File: config.mk
export PLATFORM = sky130hd
export DESIGN_NAME = nact_engine
export DESIGN_NICKNAME = d
export VERILOG_FILES = /design/src/hdl/nact_pkg.sv /design/src/hdl/nact_engine.sv
export SDC_FILE = /design/constraint.sdc
export NUM_CORES = 1
export LEC_CHECK = 0
export BUFFER_PORTS_ARGS = -buffer_cell sky130_fd_sc_hd__buf_4
export CAP_MARGIN = 20
export CORE_MARGIN = 2
export CORE_UTILIZATION = 48
export DETAILED_ROUTE_END_ITERATION = 16
export PLACE_DENSITY = 0.9
export RECOVER_POWER = 100
export SLEW_MARGIN = 25
export SYNTH_ARGS = -nofsm -noshare
export SYNTH_HDL_FRONTEND = slang
export SYNTH_SLANG_ARGS = --single-unit
File: constraint.sdc
create_clock -name clk -period 4.61 [get_ports clk]
set_input_delay 0.461 -clock clk [delete_from_list [all_inputs] [get_ports clk]]
set_output_delay 0.461 -clock clk [all_outputs]
set_load 0.1 [all_outputs]
File: src/hdl/nact_pkg.sv
package nact_pkg;
    // Field widths of the timing settings and requests, select count and counter width
    localparam int SETUP_W  = 4;
    localparam int STROBE_W = 6;
    localparam int HOLD_W   = 3;
    localparam int TA_W     = 2;
    localparam int NSEL     = 4;
    localparam int SEL_W    = 2;
    localparam int ADDR_W   = 23;
    localparam int DATA_W   = 16;
    localparam int CNT_W    = 6;

    // Reset values of the timing fields (all maximum, safe for slow parts)
    localparam logic [SETUP_W-1:0]  SETUP_RST  = 4'hf;
    localparam logic [STROBE_W-1:0] STROBE_RST = 6'h3f;
    localparam logic [HOLD_W-1:0]   HOLD_RST   = 3'h7;
    localparam logic [TA_W-1:0]     TA_RST     = 2'h3;

    // Timing of one direction of cycle
    typedef struct packed {
        logic [SETUP_W-1:0]  setup;
        logic [STROBE_W-1:0] strobe;
        logic [HOLD_W-1:0]   hold;
    } nact_phase_t;

    // Per-select async configuration
    typedef struct packed {
        nact_phase_t         wr;
        nact_phase_t         rd;
        logic [TA_W-1:0]     turnaroundLen;
    } nact_cfg_t;

    // One single asynchronous cycle request
    typedef struct packed {
        logic              write;
        logic [SEL_W-1:0]  sel;
        logic [ADDR_W-1:0] addr;
        logic [DATA_W-1:0] wdata;
    } nact_req_t;

    localparam nact_cfg_t CFG_RST = '{
        wr: '{setup: SETUP_RST, strobe: STROBE_RST, hold: HOLD_RST},
        rd: '{setup: SETUP_RST, strobe: STROBE_RST, hold: HOLD_RST},
        turnaroundLen: TA_RST};

    typedef enum logic [2:0] {
        ST_IDLE,
        ST_TURN,
        ST_SETUP,
        ST_STROBE,
        ST_HOLD
    } nact_state_t;
endpackage

File: src/hdl/nact_engine.sv
// Notes on behaviour
// - Separate read and write timing per select
// - One request makes one single cycle
// - Command and address phases are writes
// - Data phase writes to program, reads
// - Field value N gives N+1 cycles
// - Turnaround gap between read then write
// - Data bus undriven during turnaround gap
`timescale 1ns/10ps
module nact_engine (
    // Clock and reset
    input  wire logic                            clk,
    input  wire logic                            rst,
    // Per-select configuration
    input  wire nact_pkg::nact_cfg_t             cfgIn [nact_pkg::NSEL],
    // Request side
    input  wire logic                            reqValid,
    input  wire nact_pkg::nact_req_t             reqIn,
    output logic                                 reqReady,
    output logic                                 rdValid,
    output logic [nact_pkg::DATA_W-1:0]          rdData,
    // Flash pins
    output logic [nact_pkg::NSEL-1:0]            chipSelN,
    output logic                                 writeEnableN,
    output logic                                 outputEnableStrobeN,
    output logic [nact_pkg::ADDR_W-1:0]          memAddr,
    output logic [nact_pkg::DATA_W-1:0]          memDataOut,
    output logic                                 memDataOeN,
    input  wire logic [nact_pkg::DATA_W-1:0]     memDataIn
);
    nact_pkg::nact_state_t            state_q;
    nact_pkg::nact_req_t              cur_q;
    nact_pkg::nact_phase_t            ph_q;
    logic [nact_pkg::CNT_W-1:0]       cnt_q;
    logic                             lastRead_q;
    logic                             accept;
    logic [nact_pkg::CNT_W:0]         strobeLen_q;

    // A request is taken only while idle
    assign accept = reqValid && reqReady;

    always_ff @(posedge clk or posedge rst) begin
        if (rst) begin
            state_q    <= nact_pkg::ST_IDLE;
            cur_q      <= '0;
            ph_q       <= '0;
            cnt_q      <= '0;
            lastRead_q <= 1'b0;
        end else begin
            case (state_q)
                nact_pkg::ST_IDLE: begin
                    if (accept) begin
                        cur_q <= reqIn;
                        ph_q <= reqIn.write ? cfgIn[reqIn.sel].wr : cfgIn[reqIn.sel].rd;
                        if (reqIn.write && lastRead_q) begin
                            state_q <= nact_pkg::ST_TURN;
                            cnt_q   <= nact_pkg::CNT_W'(cfgIn[reqIn.sel].turnaroundLen);
                        end else begin
                            state_q <= nact_pkg::ST_SETUP;
                            cnt_q   <= nact_pkg::CNT_W'(reqIn.write
                                ? cfgIn[reqIn.sel].wr.setup : cfgIn[reqIn.sel].rd.setup);
                        end
                    end
                end
                nact_pkg::ST_TURN: begin
                    if (cnt_q == '0) begin
                        state_q <= nact_pkg::ST_SETUP;
                        cnt_q   <= nact_pkg::CNT_W'(ph_q.setup);
                    end else begin
                        cnt_q <= cnt_q - 1'b1;
                    end
                end
                nact_pkg::ST_SETUP: begin
                    if (cnt_q == '0) begin
                        state_q <= nact_pkg::ST_STROBE;
                        cnt_q   <= ph_q.strobe;
                    end else begin
                        cnt_q <= cnt_q - 1'b1;
                    end
                end
                nact_pkg::ST_STROBE: begin
                    if (cnt_q == '0) begin
                        state_q <= nact_pkg::ST_HOLD;
                        cnt_q   <= nact_pkg::CNT_W'(ph_q.hold);
                    end else begin
                        cnt_q <= cnt_q - 1'b1;
                    end
                end
                nact_pkg::ST_HOLD: begin
                    if (cnt_q == '0) begin
                        state_q    <= nact_pkg::ST_IDLE;
                        lastRead_q <= !cur_q.write;
                    end else begin
                        cnt_q <= cnt_q - 1'b1;
                    end
                end
                default: state_q <= nact_pkg::ST_IDLE;
            endcase
        end
    end

    // Ready is registered: high only in idle, dropped on acceptance
    always_ff @(posedge clk or posedge rst) begin
        if (rst) begin
            reqReady <= 1'b0;
        end else if (accept) begin
            reqReady <= 1'b0;
        end else begin
            reqReady <= (state_q == nact_pkg::ST_IDLE) ||
                        (state_q == nact_pkg::ST_HOLD && cnt_q == '0);
        end
    end

    // pins trail the state by one stage; counters run down to zero, so each phase is field+1 long
    always_ff @(posedge clk or posedge rst) begin
        if (rst) begin
            chipSelN            <= '1;
            writeEnableN        <= 1'b1;
            outputEnableStrobeN <= 1'b1;
            memAddr             <= '0;
            memDataOut          <= '0;
            memDataOeN          <= 1'b1;
        end else begin
            // commands and addresses go out as writes
            memAddr    <= cur_q.addr;
            memDataOut <= cur_q.wdata;
            case (state_q)
                nact_pkg::ST_SETUP: begin
                    chipSelN            <= '1;
                    chipSelN[cur_q.sel] <= 1'b0;
                    writeEnableN        <= 1'b1;
                    outputEnableStrobeN <= 1'b1;
                    memDataOeN          <= !cur_q.write;
                end
                nact_pkg::ST_STROBE: begin
                    chipSelN            <= '1;
                    chipSelN[cur_q.sel] <= 1'b0;
                    writeEnableN        <= !cur_q.write;
                    outputEnableStrobeN <= cur_q.write;
                    memDataOeN          <= !cur_q.write;
                end
                nact_pkg::ST_HOLD: begin
                    // Data stays driven through hold to meet the flash's data hold
                    chipSelN            <= '1;
                    chipSelN[cur_q.sel] <= 1'b0;
                    writeEnableN        <= 1'b1;
                    outputEnableStrobeN <= 1'b1;
                    memDataOeN          <= !cur_q.write;
                end
                default: begin
                    // bus released in turnaround and idle
                    chipSelN            <= '1;
                    writeEnableN        <= 1'b1;
                    outputEnableStrobeN <= 1'b1;
                    memDataOeN          <= 1'b1;
                end
            endcase
        end
    end

    // Read data taken at the end of the last strobe cycle, while the pin is still low
    always_ff @(posedge clk or posedge rst) begin
        if (rst) begin
            rdValid <= 1'b0;
            rdData  <= '0;
        end else begin
            rdValid <= 1'b0;
            if (state_q == nact_pkg::ST_HOLD && !outputEnableStrobeN) begin
                rdValid <= 1'b1;
                rdData  <= memDataIn;
            end
        end
    end

    // Length of the strobe now running, so the check needs no long repetition
    always_ff @(posedge clk or posedge rst) begin
        if (rst) begin
            strobeLen_q <= '0;
        end else if (!writeEnableN || !outputEnableStrobeN) begin
            strobeLen_q <= strobeLen_q + 1'b1;
        end else begin
            strobeLen_q <= '0;
        end
    end

    a_strobe_len: assert property (@(posedge clk) disable iff (rst)
        ($rose(writeEnableN) || $rose(outputEnableStrobeN)) |->
            (strobeLen_q == {1'b0, ph_q.strobe} + 1'b1))
        else $error("strobe length wrong");
    a_turn_quiet: assert property (@(posedge clk) disable iff (rst)
        $past(state_q == nact_pkg::ST_TURN) |-> memDataOeN)
        else $error("data driven in turnaround");
    a_cs_strobe: assert property (@(posedge clk) disable iff (rst)
        (!writeEnableN || !outputEnableStrobeN) |-> !(&chipSelN))
        else $error("strobe without select");
    a_rd_nodrive: assert property (@(posedge clk) disable iff (rst)
        !outputEnableStrobeN |-> memDataOeN)
        else $error("driving during read strobe");
    a_one_strobe: assert property (@(posedge clk) disable iff (rst)
        $rose(writeEnableN) |-> writeEnableN [*2])
        else $error("second strobe in cycle");
    a_turn_after: assert property (@(posedge clk) disable iff (rst)
        (state_q == nact_pkg::ST_TURN) |-> lastRead_q && cur_q.write)
        else $error("turnaround without read");
    a_wr_drive: assert property (@(posedge clk) disable iff (rst)
        !writeEnableN |-> !memDataOeN)
        else $error("write strobe without data");
    a_one_dir: assert property (@(posedge clk) disable iff (rst)
        !(!writeEnableN && !outputEnableStrobeN))
        else $error("both strobes low");

    c_write: cover property (@(posedge clk) disable iff (rst) $rose(writeEnableN));
    c_short: cover property (@(posedge clk) disable iff (rst)
        $rose(outputEnableStrobeN) && strobeLen_q == 7'h1);
    c_read: cover property (@(posedge clk) disable iff (rst) rdValid);
    c_turn: cover property (@(posedge clk) disable iff (rst) state_q == nact_pkg::ST_TURN);
endmodule

==> metrics, run 1 <==
Synth Instances 373; Sum Neg Setup Slack 0 ns; number of slew-limit violations in the final report 36; number of optimization iterations in the first detailed-route pass 4; count of boundary I/O pins between 200 and 250; Wirelength per Cell 17.4 um; via count of the first global-routing pass around 4300; floorplan die height between 100 and 150 um; R2R Setup Slk ~1.7 ns; Period Utilization, post-route 64.1%; antenna violations before repair 0; run status complete, but fails checks; worst min-delay path class input pin to async pin; main area contributors after synthesis dfrtp_1 (55%), mux2_2 (12%), mux4_2 (12%), dfstp_2 (3.3%), mux2i_1 (2.7%); Resized cells post-CTS 0; residual overflow from global routing 0; most common cell in the synthesized netlist dfrtp_1; detailed-route wire length roughly 13 mm; Leakage about 3.5 nW; PD cells roughly 790 nW/um^2; CTS Buf Count 17; wire length of the first global-routing pass 21.4 mm; flop and latch count out of synthesis around 130; Worst Clk Skew approximately 0.0077 ns; unrepaired setup endpoints after global routing false; Post-Syn Nets approximately 550; Register-to-Register Path Depth 4; slowest library cell on the worst path nor2_1; share of synthesized area occupied by flip-flops and latches approximately three fifths; crit-path cells nor2_1 -> nand2_1 -> nor2_1 -> mux2_2; Layout Area Growth over Synthesis 38.5%; startpoint class of the critical path flip-flop; Routability Congestion just over 0.8; clock tree from TritonCTS built; Inserted Diodes 0; power share of the sequential group 32.0%; Post-DP HPWL 10.0 mm; area of the multi-input gates between 2000 and 2500 um^2; final std cell area, no fill roughly 7700 um^2; Worst-Margin Slew between 1.5 and 2 ns; maximum fanout count along the critical path 17; Sw Ratio between 40% and 50%; number of remaining DRC errors 0; cell taking the most area after synthesis dfrtp_1; failing checks capacitance limit, slew limit; Worst Path Required roughly 4.9 ns; Via Count slightly above 4000; area share of the leading cell type in the synthesized netlist 55.0%; proportion of power drawn by combinational gates 46.4%; final critical path time including I/O delays and setup approximately 3 ns; number of routed nets with antenna violations 0; setup fix buffers added after clock tree synthesis 0; root buf cell clkbuf_16; die area 12400 um^2; cell internal power dissipation around 3.1 mW; number of clock sinks ~130; clock network power share a little over a fifth; Max VDD drop between 900 and 1000 uV; maximum number of pins on one net before global-route repair 96; maximum capacitance violations 1; cell with the most instances on the worst path nor2_1; number of input and output port buffers inserted approximately 240; starting utilization of the core area 48.8%; per-instance average area after synthesis ~15 um^2; Clk Latency, worst-skew pair 0.40 ns; register clock-pin slew on the reported worst setup and hold paths around 0.06 ns; deepest clock path buffer count 2; Post-synth EDFFs 0; share of synthesized registers carrying an async set or reset between 90% and 100%; hold buffer count at CTS 0; Synth cell types 52; final setup vio count 0; count of standard-cell rows 39; warnings from Yosys 0; core outline area about 11000 um^2; endpoint arrival time on the critical path ~3.2 ns; Max-slew headroom -18.8%; area occupied by registers 3240 um^2; top_reg_cell synth dfrtp_1; H-Tree Level Count 4; Worst Setup Path Type flip-flop to flip-flop; fraction of final layout cells with drive strength greater than 1 between 40% and 50%; cell types with the highest counts after synthesis dfrtp_1 (122), mux2_2 (58), mux4_2 (29), a21oi_1 (23), nor2_1 (21); slowest stage delay, CP between 1 and 1.5 ns; Post-Place Cell Area 7360 um^2; initial drt markers about 310; width of the die around 110 um; Via density between 5 and 6; layout filler cell count 867; Setup crit end kind flip-flop; Synth Cell Area between 5000 and 6000 um^2; hold violation total from the final report 0; switching power approximately 2.9 mW; timing-limited maximum frequency between 0.3 and 0.4 GHz; total routing resource utilization after global routing 22.0%; Layout Nets around 780
cell usage in the layout, fill, tap and decap left out, types with 2 or more instances in the layout:
master / Yosys / final
o22ai_1: 3 / 3
a21oi_1: 23 / 24
o21ai_0: 5 / 5
nand2_1: 10 / 11
nand3_1: 4 / 4
mux4_2: 29 / 29
a31oi_1: 3 / 3
buf_4: 4 / 171
clkinv_2: 0 / 3
and2_1: 2 / 2
o211ai_1: 2 / 2
bufinv_16: 0 / 2
a22o_1: 5 / 5
inv_6: 0 / 2
nand3b_1: 2 / 2
dfstp_2: 7 / 7
dfrtp_1: 122 / 122
clkbuf_16: 0 / 17
nor3b_1: 2 / 3
clkinvlp_4: 0 / 3
o21bai_1: 2 / 2
mux2i_1: 15 / 15
clkbuf_1: 1 / 66
clkbuf_8: 0 / 3
inv_1: 6 / 5
mux2_2: 58 / 58
nor2_1: 21 / 23
clkinv_4: 0 / 3
a211o_1: 2 / 2
o32ai_1: 2 / 2
sequential cells by signal, summed over array words and instances (netlist names), 3 cells and up:
signal,cells
rdData,16
memAddr,23
state_q,3
chipSelN,4
cur_q,42
ph_q,13
cnt_q,6
memDataOut,16
metrics by stage:
| stage | setup slack [ns] | utilization [%] | power, mW | cells | hold WS (ns) |
|---|---|---|---|---|---|
| 2_1_floorplan | 0.720 | - | 4.30 | 373 | 0.350 |
| 3_3_place_gp | 2.48 | 64.7 | 4.89 | 731 | 0.358 |
| 3_5_place_dp | 2.35 | 64.7 | 4.98 | 731 | 0.359 |
| 4_1_cts | 2.34 | 70.0 | 6.31 | 763 | 0.256 |
| 5_1_grt | 1.43 | 67.6 | 6.33 | 763 | 0.275 |
| 6_report | 1.65 | 67.6 | 6.06 | 763 | 0.232 |
cells by family (layout without fill, tap and decap cells):
family	after synthesis	in the layout	share of synthesized area (%)
xor gates and xnor gates	2	2	0.316
AOI/OAI and AO/OA	55	55	6.45
and+or+nand+nor	55	55	5.21
buffers and inverters	29	276	3.25
DFF	129	129	58.3
muxes	102	102	26.2
adders and majority gates	1	1	0.225
final cells by class:
type | count | area share (%)
clock buffer | 20 | 6.07
clock inverter | 12 | 1.72
inverter | 7 | 0.407
multi-input combinational | 215 | 27.5
sequential | 129 | 42.1
tap | 143 | 2.33
timing repair buffer | 237 | 19.9
final timing paths:
kind                                     from             end
max in group asynchronous                 rst        cur_q[7]
worst min register to register      cur_q[22]      memAddr[6]
worst min-delay path                      rst  memDataOut[14]
worst max register to register     state_q[1]       rdData[6]
min in group clk                memDataIn[14]      rdData[14]
worst max-delay path               state_q[1]       rdData[6]
layer usage:
layer / wire length [um] / track usage, % / vias up / part of all wire [%]
met4: 350 / 9.63 / 0 / 2.6
met2: 6980 / 38.9 / 189 / 53
met5: 0 / 0 / - / 0
met1: 5130 / 25.4 / 1983 / 39
li1: - / - / 1863 / -
met3: 808 / 5.61 / 24 / 6.1
worst max-delay path: cells and delay by family (launching register included):
kind             cells  cell delay (ns)
AND/OR/NAND/NOR      3             1.84
flip-flops           1             0.54
multiplexers         1             0.45
power by group through the flow:
stage	registers, mW	logic (mW)	clock network, mW
6_report	1.94	2.81	1.31
5_1_grt	2.00	2.94	1.39
4_1_cts	1.95	3.03	1.33
3_5_place_dp	1.96	3.02	0
3_3_place_gp	1.92	2.97	0
2_1_floorplan	3.48	0.815	0
No activity file was read; power rests on OpenSTA's default activity.
==> run 2: changes to the inputs <==
==> constraint.sdc (replaced) <==
create_clock -name clk -period 2.99 [get_ports clk]
set_input_delay 0.299 -clock clk [delete_from_list [all_inputs] [get_ports clk]]
set_output_delay 0.299 -clock clk [all_outputs]
set_load 0.1 [all_outputs]
==> metrics, run 2 (synthesized netlist as in run 1, its figures left out) <==
run status finished, final reports clean; hold buffer count at CTS 0; Worst Path Required 3.28 ns; total routing resource utilization after global routing 22.6%; Worst-Margin Slew approximately 1.2 ns; initial drt markers around 270; maximum capacitance violations 0; Sum Neg Setup Slack 0 ns; Layout Nets between 700 and 800; Via density 5.37; die area between 10000 and 15000 um^2; Wirelength per Cell 17.9 um; antenna violations before repair 0; detailed-route wire length approximately 14 mm; Setup crit end kind flip-flop; clock tree from TritonCTS built; Layout Area Growth over Synthesis 40.1%; PD cells approximately 1200 nW/um^2; final total power around 9.5 mW; final setup vio count 0; Largest regs cur_q (42), memAddr (23); CTS Buf Count 17; number of optimization iterations in the first detailed-route pass 4; Most flops, register cur_q; maximum number of pins on one net before global-route repair between 50 and 60; fraction of final layout cells with drive strength greater than 1 between 40% and 50%; endpoint arrival time on the critical path between 2 and 3 ns; Worst Setup Path Type flip-flop to flip-flop; Via Count 4118; count of boundary I/O pins 237; residual overflow from global routing 0; number of slew-limit violations in the final report 0; Max-slew headroom 18.7%; setup fix buffers added after clock tree synthesis 0; starting utilization of the core area roughly 49%; floorplan die height ~110 um; number of routed nets with antenna violations 0; most common cell after layout, fill and taps aside buf_4; max FFs per register 42; worst min-delay path class input pin to flip-flop; maximum fanout count along the critical path 9; width of the die approximately 110 um; Worst Clk Skew roughly 0.0066 ns; Inserted Diodes 0; number of remaining DRC errors 0; startpoint class of the critical path flip-flop; hold violation total from the final report 0; number of input and output port buffers inserted between 200 and 250; Clk Latency, worst-skew pair ~0.40 ns; unrepaired setup endpoints after global routing false; Period Utilization, post-route between 80% and 90%; core outline area ~11000 um^2; Leakage roughly 3.5 nW; most frequent cells in the layout buf_4 (172), dfrtp_1 (122), clkbuf_1 (65), mux2_2 (58), mux4_2 (29); root buf cell clkbuf_16; final critical path time including I/O delays and setup roughly 2.4 ns; Post-Route Hold Slack ~0.13 ns; via count of the first global-routing pass ~4500; Routability Congestion 0.900; layout filler cell count 851; dpl cells roughly 730; number of clock sinks ~130; wire length of the first global-routing pass roughly 22 mm; timing-limited maximum frequency ~0.41 GHz; Resized cells post-CTS 0; register clock-pin slew on the reported worst setup and hold paths about 0.060 ns; Final Instance Count excl. Fillers approximately 770; H-Tree Level Count 4; Post-DP HPWL ~10 mm; count of standard-cell rows 39; deepest clock path buffer count 2; Max VDD drop 1070 uV
[run 2: cell types whose count changed in the layout (fill, tap and decap cells not counted), moves of 2 or more]
| cell | delta |
|---|---|
| clkbuf_2 | +2 |
| clkbuf_8 | -2 |
| bufinv_16 | +2 |
| clkinv_4 | -2 |
| clkinvlp_4 | +2 |
[run 2: critical path, cell delays in order (launching register included)]
cell and delay [ns]:
dfrtp_1 0.43, inv_1 0.08, ha_1 0.17, nor3b_2 0.42
nand2_1 0.32, a21oi_1 0.63, o21ai_0 0.18, o41ai_1 0.09
[run 2: final timing paths]
kind,start,to,slack [ns],cells past startpoint
worst max-delay path,cnt_q[0],cnt_q[4],0.54,7
worst min-delay path,reqIn[0],cur_q[0],0.13,2
worst max register to register,cnt_q[0],cnt_q[4],0.54,7
worst min register to register,cur_q[19],memAddr[3],0.37,0
max in group asynchronous,rst,cur_q[15],0.77,5
min in group asynchronous,rst,cur_q[13],0.51,3
[run 2: cell type report]
cell class,instances,area (um^2),share of cell area (%)
inverters,7,27.5,0.354
multi-input cells,215,2120,27.3
clock buffers,19,443,5.70
well taps,143,179,2.30
flip-flops and latches,129,3240,41.6
repair buffers,241,1580,20.3
clock inverters,13,185,2.38
[run 2: power breakdown]
part           total [mW]  internal (mW)  switching [mW]
sequential           2.98           2.55           0.426
combinational        4.36           1.01            3.35
clock                2.15           1.42           0.738
[run 2: metal layers]
layer	up-vias	global-route usage [%]	share of wire, %
met4	0	10.9	2.9
met5	-	0	0
met1	2047	25.0	36
met2	195	40.5	54
li1	1852	-	-
met3	24	6.04	6.4
[run 2: metrics by stage]
step / util, % / worst slack (ns) / instance area (um^2)
3_3_place_gp: 65.1 / 0.890 / 7400
2_1_floorplan: - / 0.884 / 5550
5_1_grt: 68.4 / 0.316 / 7770
3_5_place_dp: 65.1 / 0.767 / 7400
6_report: 68.4 / 0.543 / 7770
4_1_cts: 70.6 / 0.734 / 8030
